$ cat src/core/srl_pkg.sv
package srl_pkg;

   // ==============================================================
   // Register map (byte addresses, one aligned word each)
   // ==============================================================
   localparam logic [7:0] SRL_OFF_CMD       = 8'h00; // Command strobes, write only
   localparam logic [7:0] SRL_OFF_ARMED     = 8'h04; // Armed request enables, read only
   localparam logic [7:0] SRL_OFF_STATUS    = 8'h08; // Live status byte, read only
   localparam logic [7:0] SRL_OFF_VALUE     = 8'h0c; // Active value output, read only
   localparam logic [7:0] SRL_OFF_IRQ_STAT  = 8'h10; // Sticky events, clear on read
   localparam logic [7:0] SRL_OFF_IRQ_MASK  = 8'h14; // Interrupt mask, read/write
   localparam logic [7:0] SRL_OFF_POLL_BYTE = 8'h18; // Byte sent at last serial poll

   // ==============================================================
   // Command register bit positions
   // ==============================================================
   localparam int SRL_CMD_MASK_CLR  = 0; // request_mask_clear_cmd
   localparam int SRL_CMD_SWEEP_EN  = 1; // sweep_end_request_enable_cmd
   localparam int SRL_CMD_FAULT_EN  = 2; // fault_request_enable_cmd
   localparam int SRL_CMD_KEY_EN    = 3; // key_request_enable_cmd
   localparam int SRL_CMD_ENTRY_EN  = 4; // keypad_entry_enable_cmd
   localparam int SRL_CMD_VALUE_OUT = 5; // active_value_output_cmd

   // ==============================================================
   // Status byte bit positions
   // ==============================================================
   localparam int SRL_STB_UNITS_KEY = 1;
   localparam int SRL_STB_SWEEP_END = 2;
   localparam int SRL_STB_HW_FAULT  = 3;
   localparam int SRL_STB_ILLEGAL   = 5;
   localparam int SRL_STB_RQS       = 6;

   // ==============================================================
   // Interrupt status / mask bit positions
   // ==============================================================
   localparam int SRL_IRQ_SRQ_RAISED = 0;
   localparam int SRL_IRQ_POLLED     = 1;
   localparam int SRL_IRQ_VALUE_OUT  = 2;
   localparam int SRL_IRQ_ENTRY_DONE = 3;
   localparam int SRL_IRQ_W          = 4;

   // ==============================================================
   // Types
   // ==============================================================
   // One bit per request source
   typedef struct packed {
      logic illegal;
      logic fault;
      logic sweep;
      logic key;
   } srl_evt_t;

   // Armed enables; illegal command needs none
   typedef struct packed {
      logic entry;
      logic key;
      logic fault;
      logic sweep;
   } srl_arm_t;

   // Reset values: reset acts as a preset, so the fault request is armed
   localparam srl_arm_t   SRL_ARM_RST      = '{entry: 1'b0, key: 1'b0, fault: 1'b1, sweep: 1'b0};
   localparam logic [3:0] SRL_IRQ_MASK_RST = 4'h0;

endpackage : srl_pkg

$ cat src/core/srl_service_request.sv
// The placing of the registers and the APB interface to the registers were decided locally.
`timescale 1ns/100ps
// Summary of operation
// RL1: Serial poll reads status byte, releases SRQ
// RL2: Sweep-end enable arms sweep completion request
// RL3: Mask clear disarms the sweep-end request
// RL4: Mask clear first, then same-write enables apply
// RL5: Controller re-sends key enable after each service
// RL6: Units key ending keypad entry raises request
// RL7: Value output command returns last keypad value
// RL8: Front-panel service key accepted only in local
// RL9: Service key raises units-key request without any enable
// RL10: Status byte bits 1,2,3,5; bit 6 RQS
// RL11: Illegal command request always asserts SRQ
// RL12: Key enable self-cancels on use or clear
// RL13: Instrument preset arms the fault request
// RL14: Coincident events all recorded; SRQ held until poll
module srl_service_request
   import srl_pkg::*;
(
   input  wire logic        pclk,            // 20 MHz bus clock
   input  wire logic        presetn,         // Async reset, active low
   input  wire logic        psel,
   input  wire logic        penable,
   input  wire logic        pwrite,
   input  wire logic [7:0]  paddr,
   input  wire logic [31:0] pwdata,
   output logic      [31:0] prdata,
   output logic             pready,
   output logic             pslverr,
   input  wire logic        preset_req,      // Instrument preset pulse
   input  wire logic        sweep_done,      // Sweep completed pulse
   input  wire logic        hw_fault,        // Hardware broken pulse
   input  wire logic        illegal_cmd,     // Illegal command pulse
   input  wire logic [31:0] keypad_value,    // Value on the data keys
   input  wire logic        units_key_pin,   // Units key, async pin
   input  wire logic        service_key_pin, // Front-panel service combo, async pin
   input  wire logic        local_mode_pin,  // Local mode level, async pin
   input  wire logic        poll_req,        // Serial poll strobe from bus side
   output logic      [7:0]  poll_byte,       // Status byte returned by the poll
   output logic      [31:0] active_value,    // Value returned on output command
   input  wire logic        srq_i,           // SRQ wire level
   output logic             srq_o,           // SRQ drive level (always low)
   output logic             srq_oe,          // High while pulling SRQ true
   output logic             irq              // Level interrupt to local CPU
);

   // ==============================================================
   // Declarations
   // ==============================================================
   logic [3:0]  sync1_q;        // First synchroniser stage
   logic [3:0]  sync2_q;        // Second synchroniser stage
   logic        units_prev_q;   // Units key edge history
   logic        svc_prev_q;     // Service key edge history
   srl_arm_t    armed_q;        // Armed enables
   srl_arm_t    armed_d;
   srl_evt_t    pend_q;         // Pending requests
   srl_evt_t    pend_d;
   srl_evt_t    new_evt;        // Requests raised this cycle
   logic        srq_oe_q;       // Registered SRQ drive
   logic [7:0]  poll_byte_q;    // Last polled byte
   logic [31:0] value_q;        // Last keypad entry
   logic [31:0] out_value_q;    // Value presented on output command
   logic [3:0]  irq_stat_q;     // Sticky interrupt events
   logic [3:0]  irq_stat_d;
   logic [3:0]  irq_mask_q;     // Interrupt mask
   logic [3:0]  irq_evt;        // Interrupt events this cycle
   logic [7:0]  stb_w;          // Live status byte

   // Named decode wires
   wire         units_s   = sync2_q[0];
   wire         svc_s     = sync2_q[1];
   wire         local_s   = sync2_q[2];
   wire         srq_s     = sync2_q[3];
   wire         access    = psel & penable;
   wire         wr_acc    = access & pwrite;
   wire         rd_acc    = access & ~pwrite;
   wire         cmd_wr    = wr_acc & (paddr == SRL_OFF_CMD);
   wire         mask_wr   = wr_acc & (paddr == SRL_OFF_IRQ_MASK);
   wire         irq_rd    = rd_acc & (paddr == SRL_OFF_IRQ_STAT);
   wire         key_edge  = units_s & ~units_prev_q;
   wire         svc_edge  = svc_s & ~svc_prev_q;
   wire         svc_press = svc_edge & local_s;                   // RL8
   wire         entry_done = key_edge & armed_q.entry;            // RL6
   wire         key_used  = entry_done & armed_q.key;             // RL6
   wire         value_cmd = cmd_wr & pwdata[SRL_CMD_VALUE_OUT];
   wire         any_pend  = (pend_d != '0);

   // ==============================================================
   // Pin synchronisers
   // ==============================================================
   // Two flops per pin, then key edge history; only stage two is decoded
   always_ff @(posedge pclk or negedge presetn) begin
      if (!presetn) begin
         sync1_q      <= 4'h0;
         sync2_q      <= 4'h0;
         units_prev_q <= 1'b0;
         svc_prev_q   <= 1'b0;
      end else begin
         sync1_q      <= {srq_i, local_mode_pin, service_key_pin, units_key_pin};
         sync2_q      <= sync1_q;
         units_prev_q <= units_s;
         svc_prev_q   <= svc_s;
      end
   end

   // ==============================================================
   // Request sources
   // ==============================================================
   // Service key needs no enable; illegal command never needs one
   assign new_evt.key     = key_used | svc_press;               // RL9
   assign new_evt.sweep   = sweep_done & armed_q.sweep;         // RL2
   assign new_evt.fault   = hw_fault & armed_q.fault;
   assign new_evt.illegal = illegal_cmd;                        // RL11

   // ==============================================================
   // Armed enables
   // ==============================================================
   // Clear acts first so enables in the same write survive it
   always_comb begin
      armed_d = armed_q;
      if (key_used || poll_req) begin
         armed_d.key = 1'b0;                                    // RL12
      end
      if (entry_done) begin
         armed_d.entry = 1'b0;
      end
      if (cmd_wr) begin
         if (pwdata[SRL_CMD_MASK_CLR]) begin
            armed_d.sweep = 1'b0;                               // RL3
            armed_d.fault = 1'b0;
            armed_d.key   = 1'b0;                               // RL4
         end
         if (pwdata[SRL_CMD_SWEEP_EN]) begin
            armed_d.sweep = 1'b1;                               // RL2
         end
         if (pwdata[SRL_CMD_FAULT_EN]) begin
            armed_d.fault = 1'b1;
         end
         if (pwdata[SRL_CMD_KEY_EN]) begin
            armed_d.key = 1'b1;
         end
         if (pwdata[SRL_CMD_ENTRY_EN]) begin
            armed_d.entry = 1'b1;
         end
      end
      if (preset_req) begin
         armed_d.fault = 1'b1;                                  // RL13
      end
   end

   always_ff @(posedge pclk or negedge presetn) begin
      if (!presetn) begin
         armed_q <= SRL_ARM_RST;
      end else begin
         armed_q <= armed_d;
      end
   end

   // ==============================================================
   // Pending requests and SRQ
   // ==============================================================
   // Poll clears; an event in the poll cycle still sets its bit
   assign pend_d = (poll_req ? srl_evt_t'(4'h0) : pend_q) | new_evt;  // RL14

   always_ff @(posedge pclk or negedge presetn) begin
      if (!presetn) begin
         pend_q   <= '0;
         srq_oe_q <= 1'b0;
      end else begin
         pend_q   <= pend_d;
         srq_oe_q <= any_pend;                                  // RL1
      end
   end

   // Status byte assembly
   always_comb begin
      stb_w                    = 8'h00;
      stb_w[SRL_STB_UNITS_KEY] = pend_q.key;                    // RL10
      stb_w[SRL_STB_SWEEP_END] = pend_q.sweep;
      stb_w[SRL_STB_HW_FAULT]  = pend_q.fault;
      stb_w[SRL_STB_ILLEGAL]   = pend_q.illegal;
      stb_w[SRL_STB_RQS]       = (pend_q != '0);
   end

   // Byte captured at the poll, held for the bus side
   always_ff @(posedge pclk or negedge presetn) begin
      if (!presetn) begin
         poll_byte_q <= 8'h00;
      end else if (poll_req) begin
         poll_byte_q <= stb_w;                                  // RL1
      end
   end

   // ==============================================================
   // Keypad value
   // ==============================================================
   // Entry latched on completion; output copy taken on command
   always_ff @(posedge pclk or negedge presetn) begin
      if (!presetn) begin
         value_q     <= 32'h0000_0000;
         out_value_q <= 32'h0000_0000;
      end else begin
         if (entry_done) begin
            value_q <= keypad_value;                            // RL6
         end
         if (value_cmd) begin
            out_value_q <= value_q;                             // RL7
         end
      end
   end

   // ==============================================================
   // Local interrupt
   // ==============================================================
   assign irq_evt[SRL_IRQ_SRQ_RAISED] = (pend_q == '0) & any_pend;
   assign irq_evt[SRL_IRQ_POLLED]     = poll_req;
   assign irq_evt[SRL_IRQ_VALUE_OUT]  = value_cmd;
   assign irq_evt[SRL_IRQ_ENTRY_DONE] = entry_done;
   // Read clears, but an event in the read cycle is kept
   assign irq_stat_d = (irq_rd ? 4'h0 : irq_stat_q) | irq_evt;

   always_ff @(posedge pclk or negedge presetn) begin
      if (!presetn) begin
         irq_stat_q <= 4'h0;
         irq_mask_q <= SRL_IRQ_MASK_RST;
      end else begin
         irq_stat_q <= irq_stat_d;
         if (mask_wr) begin
            irq_mask_q <= pwdata[SRL_IRQ_W-1:0];
         end
      end
   end

   // ==============================================================
   // APB slave: zero wait states
   // ==============================================================
   // Unknown offsets answer with an error and zero data
   wire hit = (paddr == SRL_OFF_CMD) | (paddr == SRL_OFF_ARMED)
            | (paddr == SRL_OFF_STATUS) | (paddr == SRL_OFF_VALUE)
            | (paddr == SRL_OFF_IRQ_STAT) | (paddr == SRL_OFF_IRQ_MASK)
            | (paddr == SRL_OFF_POLL_BYTE);

   assign pready  = 1'b1;
   assign pslverr = access & ~hit;
   assign prdata  = !rd_acc                       ? 32'h0000_0000 :
                    (paddr == SRL_OFF_ARMED)      ? {27'h0, srq_s, armed_q} :
                    (paddr == SRL_OFF_STATUS)     ? {24'h0, stb_w} :
                    (paddr == SRL_OFF_VALUE)      ? out_value_q :
                    (paddr == SRL_OFF_IRQ_STAT)   ? {28'h0, irq_stat_q} :
                    (paddr == SRL_OFF_IRQ_MASK)   ? {28'h0, irq_mask_q} :
                    (paddr == SRL_OFF_POLL_BYTE)  ? {24'h0, poll_byte_q} :
                                                    32'h0000_0000;

   // Output drive
   assign srq_o        = 1'b0;
   assign srq_oe       = srq_oe_q;
   assign poll_byte    = poll_byte_q;
   assign active_value = out_value_q;
   assign irq          = |(irq_stat_q & irq_mask_q);
endmodule : srl_service_request

$ cat config.mk
export PLATFORM = sky130hd
export DESIGN_NAME = srl_service_request
export DESIGN_NICKNAME = d
export VERILOG_FILES = /design/src/core/srl_pkg.sv /design/src/core/srl_service_request.sv
export SDC_FILE = /design/constraint.sdc
export NUM_CORES = 1
export LEC_CHECK = 0
export BUFFER_PORTS_ARGS = -buffer_cell sky130_fd_sc_hd__buf_4
export CORE_AREA = 2 2 98 90
export DETAILED_ROUTE_END_ITERATION = 10
export DIE_AREA = 0 0 100 92
export GPL_TIMING_DRIVEN = 0
export PLACE_DENSITY = 0.84
export SYNTH_ARGS = -nofsm -noshare
export SYNTH_HDL_FRONTEND = slang
export SYNTH_SLANG_ARGS = --single-unit
export TNS_END_PERCENT = 30
$ cat constraint.sdc
create_clock -name pclk -period 6.1 [get_ports pclk]
set_input_delay 0.915 -clock pclk [delete_from_list [all_inputs] [get_ports pclk]]
set_output_delay 0.915 -clock pclk [all_outputs]
set_load 0.02 [all_outputs]
# == Yosys cells after proc, flatten, opt, wreduce, memory -nomap -nowiden ==
# Cells that the tools add are included.
# classes
n_eq_ne,6
muxes,18
bitwise,30
reduce_logical,11
# ops
op,n
$mux 32,4
$eq 8x5->1 const B,3
$mux 7,3
$and 1x1->1,16
$eq 8x4->1 const B,2
$mux 4,3
$eq 8x3->1 const B,1
$logic_not 8->1,1
$or 4x4->4,2
$reduce_bool 4->1,2
$mux 1,7
$or 1x1->1,7
$and 4x4->4,1
$logic_not 4->1,1
$not 1->1,4
$reduce_and 2->1,2
$reduce_bool 2->1,2
$reduce_or 4->1,1
$mux 3,1
$reduce_bool 3->1,1
$logic_or 1x1->1,1
# word_totals
reg_bits,96
in_bits,86
output_inout_bits,77
elab_cells,83

# == Longest topological paths before layout ==
# Gate-level depths: netlist of run 1.
# logic_depth
ltp_word,10
mapped_depth,6
mapped_depth_nobuf,4

# == Worst setup path after synthesis of run 1 ==
# OpenSTA, ideal clock, no wires.
# synth_path
kind,input to output
from,input paddr[4]
to,output prdata[5]
t_arrival_ps,2599
t_required_ps,5185
path_slack_ps,2586
stages,5
cell_sequence,or4_1 -> buf_2 -> nor3_1 -> nand2_1 -> a221oi_1
# synth_between
elab_chain_len,8
elab_cells_between_ends,13
# synth_lines
element,line_no,source
"start, declared",srl_service_request.sv:26,"input wire logic [7:0] paddr,"
$eq 8x5->1,srl_service_request.sv:252,"(paddr == SRL_OFF_POLL_BYTE) ? {24'h0, poll_byte_q} :"
$mux 7,srl_service_request.sv:252,
$mux 7,srl_service_request.sv:251,"(paddr == SRL_OFF_IRQ_MASK) ? {28'h0, irq_mask_q} :"
$mux 7,srl_service_request.sv:250,"(paddr == SRL_OFF_IRQ_STAT) ? {28'h0, irq_stat_q} :"
$mux 32,srl_service_request.sv:249,(paddr == SRL_OFF_VALUE) ? out_value_q :
$mux 32,srl_service_request.sv:248,"(paddr == SRL_OFF_STATUS) ? {24'h0, stb_w} :"
$mux 32 *,srl_service_request.sv:247,"(paddr == SRL_OFF_ARMED) ? {27'h0, srq_s, armed_q} :"
$mux 32 *,srl_service_request.sv:246,assign prdata = !rd_acc ? 32'h0000_0000 :
"end, declared",srl_service_request.sv:28,"output logic [31:0] prdata,"
# Every way passes the cells marked *; elsewhere a longest branch is shown, timed or not.

# == Final worst setup path of run 1 ==
# layout_path
from,input paddr[4]
to,output prdata[12]
# layout_between
elab_chain_len,5
elab_cells_between_ends,7
# layout_lines
element,line_no
$eq 8x4->1,srl_service_request.sv:249
$mux 32,srl_service_request.sv:249
$mux 32,srl_service_request.sv:248
$mux 32 *,srl_service_request.sv:247
$mux 32 *,srl_service_request.sv:246
# Marked as above.

==> summary.md, run 1 <==
| Metric | Value |
|---|---|
| Core region area | 8330 um^2 |
| Syn Inst Count | 314 |
| Routed WL | 10100 um |
| Post-CTS resize count | 0 |
| Drt first pass iters | 4 |
| Post-synth top area share | 0.562 |
| Root Driver | clkbuf_8 |
| Gr usage total | 0.223 |
| TritonCTS clock tree | built |
| Largest cells by area after synthesis | dfrtp_1, mux2_2, mux2_4 |
| Number of global-route vias before repair | 3042 |
| Initial Util | 0.508 |
| Warnings from Yosys | 0 |
| Dominant synthesized flop cell | dfrtp_1 |
| Via density | 5.32 |
| Final Cycle Share | 0.677 |
| Pins Over Slew Limit | 0 |
| Non-filler cells, final | 564 |
| Boundary Pins | 163 |
| Clk_lat worst skew | 360 ps |
| Max clock buf depth | 2 |
| Flops & latches, synth | 96 |
| Ys async rst share | 1.00 |
| CTS clock-pin slew for the worst setup and hold paths | 90 ps |
| Final net count | 544 |
| Synthesized area per cell | 13.5 um^2 |
| Max_slew headroom | 0.222 |
| ANT nets after route | 0 |
| Worst-Margin Slew | 1170 ps |
| Die height | 92 um |
| Number of synthesized flops with an enable pin | 0 |
| Status | completed |
| Most common cell after layout, fill and taps aside | buf_4 |
| Worst hold path type | flop to flop |
| Max-Cap Viols | 0 |
| Largest net degree at the start of global routing | 97 |
| Setup repair bufs after CTS | 0 |
| Port buffer count | 130 |
| Die width | 100 um |
| Wire per inst | 17.8 um |
| CTS Buf Count | 9 |
| FF-to-FF Start | armed_q[3] |
| Share of cells above drive strength 1 | 0.502 |
| Placed insts | 549 |
| DRT iter0 DRCs | 145 |
| Arrival @ worst endpoint | 3210 ps |
| First-pass GRT wire length | 15600 um |
| Synth unique cells | 41 |
| Initial antenna violation count | 0 |
| Critical Path Start | paddr[4] |
| Site Rows | 32 |
| Utilization after layout | 0.665 |
| Crit path kind | input port to primary output |
| Power Density | 208 nW/um^2 |
| Die ar. | 9200 um^2 |
| RSZ-0062 raised after global routing | false |
| Post-Syn Area | 4230 um^2 |
| Global placer's final weighted congestion | 0.893 |
| Clock sinks | 96 |
| Sum Neg Setup Slack | 0 ps |
| Crit start category | input port |
| Worst clock skew | 16.4 ps |
| Critical Path RT | 5180 ps |
| HPWL after detailed placement | 7520 um |
| Minimum clock period | 4130 ps |
| Worst hold start | sync1_q[0] |
| Leak | 0.00290 uW |
| P&R area growth vs syn | 30.9% |
| Final setup fails | 0 |
| CP Capture Type | primary output |
| Largest area contributor in the netlist | dfrtp_1 |
| Most frequent cells in the layout | buf_4, dfrtp_1, mux2_2 |
| Drc violations | 0 |
| Hold violation count in the final report | 0 |
| Max H-tree Level | 3 |
| Register area share after synthesis | 0.568 |
| Hold Buf Count CTS | 0 |
| Gr ovfl total | 0 |
| Total number of vias | 2998 |
| Ant diodes | 0 |
| Max Fanout on Critical Path | 10 |
| VDD IR max | 0.126 mV |
| Maximum clock frequency | 242 MHz |
## report_power, final
| group | switching, uW | internal, uW |
|---|---|---|
| combinational | 45.0 | 42.4 |
| sequential | 7.76 | 647 |
| clock | 219 | 193 |
## worst paths after layout
check                                    to  slack (ps)  depth (start not counted)
setup reg to reg              irq_stat_q[0]        3960                          5
max in group asynchronous  active_value[15]        4570                          1
setup / recovery                 prdata[12]        1970                          8
min in group asynchronous        sync1_q[1]         790                          1
hold / removal                   sync2_q[0]         360                          0
hold reg to reg                  sync2_q[0]         360                          0
## stage by stage
step | hold slack (ps) | power, uW | area [um^2] | setup WS (ps)
2_1_floorplan | 331 | 696 | 4240 | 2590
3_3_place_gp | 333 | 752 | 5350 | 1950
3_5_place_dp | 337 | 754 | 5350 | 1950
4_1_cts | 359 | 1170 | 5540 | 1950
5_1_grt | 364 | 1200 | 5540 | 1740
6_report | 355 | 1150 | 5540 | 1970
## critical path: stages
cell and delay [ps]:
buf_4 140, or4_1 500, buf_2 180, nor3_1 410
and2b_1 350, clkbuf_1 360, and2_1 200, buf_4 150
## state kept, by name, summed over array words and instances (netlist names)
register,flops
irq_stat_q,4
irq_mask_q,4
value_q,32
active_value,32
pend_q,4
armed_q,4
sync1_q,4
svc_prev_q,1
units_prev_q,1
srq_oe,1
poll_byte,5
sync2_q,4
## layer usage
metal  part of all wire  global-route usage
met1               0.43               0.300
met4              0.018              0.0822
met5                  0                   0
met3              0.050              0.0351
met2               0.50               0.367
## area by class of cell
class	instances	area, um^2
Sequential cell	96	2400
Tap cell	102	128
Multi-Input combinational cell	195	1700
Inverter	6	22.5
Timing Repair Buffer	130	976
Clock inverter	5	66.3
Clock buffer	10	128
Buffer	20	118
Fill cell	633	2790
## logic make-up after synthesis
group,count (synthesis),share of synthesized area
flip-flops,96,0.568
AND/OR/NAND/NOR,77,0.109
multiplexers,73,0.221
AO/OA/AOI/OAI,40,0.0677
buffers and inverters,26,0.0331
other,2,0.00177
## Yosys cell counts, types with 2 or more instances
master	count
a21o_1	3
a21oi_1	3
a221o_1	2
a221oi_1	7
a22o_1	7
a22oi_1	3
and2_1	28
and3_1	2
and3b_1	2
buf_1	2
buf_4	5
buf_6	3
clkbuf_1	9
conb_1	2
dfrtp_1	95
inv_1	6
mux2_2	42
mux2_4	30
nand2_1	9
nand2b_1	3
nand3_1	4
nand4_1	2
nor2_1	9
nor3_1	4
nor4_1	2
o21ai_0	9
o22ai_1	4
or2_2	3
or4_1	2
Power figures use the tool's default switching activity.
==> run 2, diff against run 1 <==
--- a/config.mk
+++ b/config.mk
@@ -6,11 +6,11 @@
 export NUM_CORES = 1
 export LEC_CHECK = 0
 export BUFFER_PORTS_ARGS = -buffer_cell sky130_fd_sc_hd__buf_4
-export CORE_AREA = 2 2 98 90
+export CORE_AREA = 2 2 101 94
 export DETAILED_ROUTE_END_ITERATION = 10
-export DIE_AREA = 0 0 100 92
+export DIE_AREA = 0 0 103 96
 export GPL_TIMING_DRIVEN = 0
-export PLACE_DENSITY = 0.84
+export PLACE_DENSITY = 0.79
 export SYNTH_ARGS = -nofsm -noshare
 export SYNTH_HDL_FRONTEND = slang
 export SYNTH_SLANG_ARGS = --single-unit
==> constraint.sdc (replaced) <==
create_clock -name pclk -period 4.15 [get_ports pclk]
set_input_delay 0.6225 -clock pclk [delete_from_list [all_inputs] [get_ports pclk]]
set_output_delay 0.6225 -clock pclk [all_outputs]
set_load 0.02 [all_outputs]
==> run 2 against run 1 <==
  * Die area increased by 7.5%
  * Worst setup slack worse by 1400 ps
  * Clock power grew 51%
  * Power rose by 48%
  * Sequential share of layout area shrank 0.25 points
  * Non-clock buffer count stayed put
  * Worst hold slack lost 0.86 ps
  * Sequential cell count unchanged
  * Critical path depth did not move
  * Clock-buffer cell count stayed put
  * Critical path type unchanged
==> summary.md, run 2 (synthesized netlist as in run 1, its figures left out) <==
| Metric | Value |
|---|---|
| Status | completed |
| Worst-Margin Slew | 1180 ps |
| ANT nets after route | 0 |
| Max clock buf depth | 2 |
| Via density | 5.10 |
| WHS Path Cells | 0 |
| Largest net degree at the start of global routing | 97 |
| DRT iter0 DRCs | 127 |
| RSZ-0062 raised after global routing | false |
| Crit path depth | 8 |
| Critical path buffers and inverters | 4 |
| Clock sinks | 96 |
| Max_slew headroom | 0.212 |
| Hold Path End | sync2_q[0] |
| Wire per inst | 16.5 um |
| Initial antenna violation count | 0 |
| Drt first pass iters | 4 |
| Max Fanout on Critical Path | 10 |
| Critical Path RT | 3530 ps |
| Crit path max-delay cell type | or4_1 |
| Worst hold start | sync1_q[0] |
| HPWL after detailed placement | 7100 um |
| VDD IR max | 0.160 mV |
| Gr ovfl total | 0 |
| Clk_lat worst skew | 360 ps |
| R2r setup slk | 2070 ps |
| Crit start category | input port |
| Initial Util | 0.479 |
| TritonCTS clock tree | built |
| Hold Buf Count CTS | 0 |
| Worst hold path type | flop to flop |
| Die width | 103 um |
| Setup repair bufs after CTS | 0 |
| Max H-tree Level | 3 |
| Core region area | 8840 um^2 |
| Routed WL | 9630 um |
| Cell family with most CP delay | simple AND/OR/NAND/NOR gates |
| Share of cells above drive strength 1 | 0.504 |
| Ant diodes | 0 |
| Crit path kind | input port to primary output |
| Hold violation count in the final report | 0 |
| Worst r2r dst | irq_stat_q[0] |
| Pins Over Slew Limit | 0 |
| Root Driver | clkbuf_8 |
| Worst R2R Path Depth | 5 |
| First-pass GRT wire length | 14800 um |
| Worst-path cell chain | buf_4 > or4_1 > buf_2 > nor3_1 > and2b_1 > clkbuf_1 > and2_1 > buf_4 |
| Port buffer count | 130 |
| Final setup fails | 0 |
| Global placer's final weighted congestion | 0.883 |
| Final net count | 544 |
| Worst path most repeated cell | buf_4 |
| CTS clock-pin slew for the worst setup and hold paths | 90 ps |
| Post-CTS resize count | 0 |
| Total number of vias | 2979 |
| Most frequent cells in the layout | buf_4, dfrtp_1, mux2_2 |
| Max-Cap Viols | 0 |
| Boundary Pins | 163 |
| Minimum clock period | 3550 ps |
| CP Capture Type | primary output |
| Number of global-route vias before repair | 2839 |
| Power Density | 307 nW/um^2 |
| Die ar. | 9890 um^2 |
| Maximum clock frequency | 282 MHz |
| P&R area growth vs syn | 31.7% |
| CTS Buf Count | 9 |
| Drc violations | 0 |
| Site Rows | 33 |
| Worst Setup Slack, final | 604 ps |
| Gr usage total | 0.199 |
| Critical path's largest stage delay | 500 ps |
| Leak | 0.00290 uW |
| Arrival @ worst endpoint | 2920 ps |
| Pre-CTS setup slack | 573 ps |
| Die height | 96 um |
| FF-to-FF Start | armed_q[3] |
| Sum Neg Setup Slack | 0 ps |
| Most common cell after layout, fill and taps aside | buf_4 |
| Final Cycle Share | 0.854 |
| Worst clock skew | 12.4 ps |
run 2: changes by cell type in the layout (fill, tap and decap cells not counted):
cell,previous run,this run
clkbuf_1,10,9
clkbuf_8,9,10
inv_6,1,2
inv_8,1,0
run 2: per-stage QoR:
step / cells / hold WS [ps] / power (uW) / utilization / instance area, um^2
after CTS: 584 / 347 / 1740 / 0.631 / 5570
after floorplan: 317 / 327 / 1020 / - / 4240
after global placement: 569 / 333 / 1110 / 0.608 / 5370
after global routing: 584 / 331 / 1790 / 0.631 / 5570
final: 584 / 354 / 1710 / 0.631 / 5570
after detailed placement: 569 / 335 / 1110 / 0.608 / 5370
run 2: area by class of cell:
class	count	area, um^2
repair buffers	130	976
plain buffers	20	118
clock buffers	10	138
clock inverters	5	63.8
flip-flops and latches	96	2400
fillers	719	3260
multi-input cells	195	1700
well taps	122	153
inverters	6	22.5
run 2: metal layers:
layer  vias to the layer above  global-route usage  share of wire
met5                         -                   0              0
met4                         0              0.0329         0.0052
met3                         6              0.0719          0.082
met2                       127               0.310           0.47
met1                      1454               0.275           0.44
li1                       1392                   -              -
run 2: how the worst max path moves through the flow:
stage	from	end	slack, ps
2_1_floorplan	paddr[4]	prdata[5]	1220
3_3_place_gp	paddr[4]	prdata[25]	640
3_5_place_dp	paddr[4]	prdata[23]	570
4_1_cts	paddr[4]	prdata[23]	580
5_1_grt	paddr[4]	prdata[23]	410
6_report	paddr[4]	prdata[20]	600
run 2: power by group:
group	switching [uW]	internal, uW
sequential	10.8	951
combinational	65.2	62.2
clock	327	297
total	403	1310
==> run 3, diff against run 2 <==
--- a/config.mk
+++ b/config.mk
@@ -10,7 +10,7 @@
 export DETAILED_ROUTE_END_ITERATION = 10
 export DIE_AREA = 0 0 103 96
 export GPL_TIMING_DRIVEN = 0
-export PLACE_DENSITY = 0.79
+export PLACE_DENSITY = 0.77
 export SYNTH_ARGS = -nofsm -noshare
 export SYNTH_HDL_FRONTEND = slang
 export SYNTH_SLANG_ARGS = --single-unit
==> run 3 against run 2 <==
  * Combinational power is essentially flat
  * Wire length fell by 2.1%
  * Core utilization shrank 0.33 points
  * Critical path depth stayed put
  * Global-route usage down 0.46 points
  * Clock power shrank 14%
  * Clock skew is essentially flat
  * Largest power group unchanged
==> summary.md, run 3 (synthesized netlist as in run 1, its figures left out) <==
| Metric | Value |
|---|---|
| Drt first pass iters | 4 |
| Via density | 5.05 |
| Gr usage total | 0.195 |
| Worst hold path type | flop to flop |
| Wire per inst | 16.1 um |
| ANT nets after route | 0 |
| Pins Over Slew Limit | 0 |
| Minimum clock period | 3510 ps |
| Critical Path RT | 3530 ps |
| Clk_lat worst skew | 340 ps |
| Placed insts | 569 |
| Sum Neg Setup Slack | 0 ps |
| Setup repair bufs after CTS | 0 |
| Share of cells above drive strength 1 | 0.501 |
| Utilization after layout | 0.628 |
| Arrival @ worst endpoint | 2890 ps |
| Hold Buf Count CTS | 0 |
| Maximum clock frequency | 285 MHz |
| Port buffer count | 130 |
| Worst clock skew | 12.8 ps |
| Cell Area, Placed | 5370 um^2 |
| Final setup fails | 0 |
| Boundary Pins | 163 |
| Root Driver | clkbuf_8 |
| Max H-tree Level | 3 |
| Post-CTS resize count | 0 |
| Status | completed |
| Gr ovfl total | 0 |
| Drc violations | 0 |
| Worst-Margin Slew | 1170 ps |
| Max_slew headroom | 0.222 |
| Core region area | 8840 um^2 |
| HPWL after detailed placement | 7110 um |
| VDD IR max | 0.153 mV |
| Routed WL | 9420 um |
| Total number of vias | 2955 |
| CP Capture Type | primary output |
| Final Cycle Share | 0.847 |
| Worst-path cell chain | buf_4 > or4_1 > buf_2 > nor3_1 > and2b_1 > clkbuf_1 > and2_1 > buf_4 |
| CTS clock-pin slew for the worst setup and hold paths | 90 ps |
| Initial Util | 0.479 |
| Initial antenna violation count | 0 |
| Crit start category | input port |
| Crit path max-delay cell type | or4_1 |
| Largest net degree at the start of global routing | 97 |
| Fin area | 5550 um^2 |
| Max-Cap Viols | 0 |
| R2r setup slk | 2040 ps |
| Hold violation count in the final report | 0 |
| Crit path kind | input port to primary output |
| Max Fanout on Critical Path | 10 |
| P&R area growth vs syn | 31.0% |
| Final net count | 544 |
| First-pass GRT wire length | 14600 um |
| Cell family with most CP delay | simple AND/OR/NAND/NOR gates |
| Ant diodes | 0 |
| Die width | 103 um |
| DRT iter0 DRCs | 99 |
| Max clock buf depth | 2 |
| Non-filler cells, final | 585 |
| Leak | 0.00288 uW |
| Clock sinks | 96 |
| TritonCTS clock tree | built |
| RSZ-0062 raised after global routing | false |
| Site Rows | 33 |
| Most common cell after layout, fill and taps aside | buf_4 |
| Die ar. | 9890 um^2 |
| CTS Buf Count | 9 |
| Die height | 96 um |
| Most frequent cells in the layout | buf_4, dfrtp_1, mux2_2 |
| Worst path most repeated cell | buf_4 |
| Power Density | 293 nW/um^2 |
| Critical path's largest stage delay | 530 ps |
| Critical path buffers and inverters | 4 |
| Number of global-route vias before repair | 2867 |
| Global placer's final weighted congestion | 0.955 |
-- run 3: path summary, 6_finish.rpt --
| kind | cells past startpoint | from | to |
|---|---|---|---|
| min | 0 | sync1_q[1] | sync2_q[1] |
| max reg2reg | 5 | armed_q[3] | irq_stat_q[0] |
| min in group asynchronous | 1 | presetn | sync2_q[0] |
| min reg2reg | 0 | sync1_q[1] | sync2_q[1] |
| max in group asynchronous | 1 | presetn | armed_q[0] |
| max | 8 | paddr[4] | prdata[12] |
-- run 3: where the power goes --
group	leakage (uW)	internal (uW)	switching [uW]
logic	0.00153	62.1	63.5
clock network	0.0000737	222	312
registers	0.00128	951	12.3
total	0.00288	1240	387
-- run 3: area by class of cell --
cell class | count | area, um^2
Fill cell | 728 | 3290
Sequential cell | 96 | 2400
Multi-Input combinational cell | 195 | 1700
Timing Repair Buffer | 130 | 976
Tap cell | 122 | 153
Clock buffer | 11 | 131
Buffer | 20 | 118
Clock inverter | 5 | 41.3
Inverter | 6 | 22.5
-- run 3: stage by stage --
stage                     total power, uW  hold slack [ps]  worst slack, ps
final                                1620              357              637
after global routing                 1700              358              428
after CTS                            1640              361              545
after detailed placement             1110              340              556
after global placement               1110              334              627
after floorplan                      1020              327             1220
-- run 3: routing by layer --
metal | up-vias | track usage | share of wire
met4 | 0 | 0.0625 | 0.013
met3 | 14 | 0.0363 | 0.056
met5 | - | 0 | 0
li1 | 1395 | - | -
met1 | 1452 | 0.283 | 0.46
met2 | 94 | 0.297 | 0.47
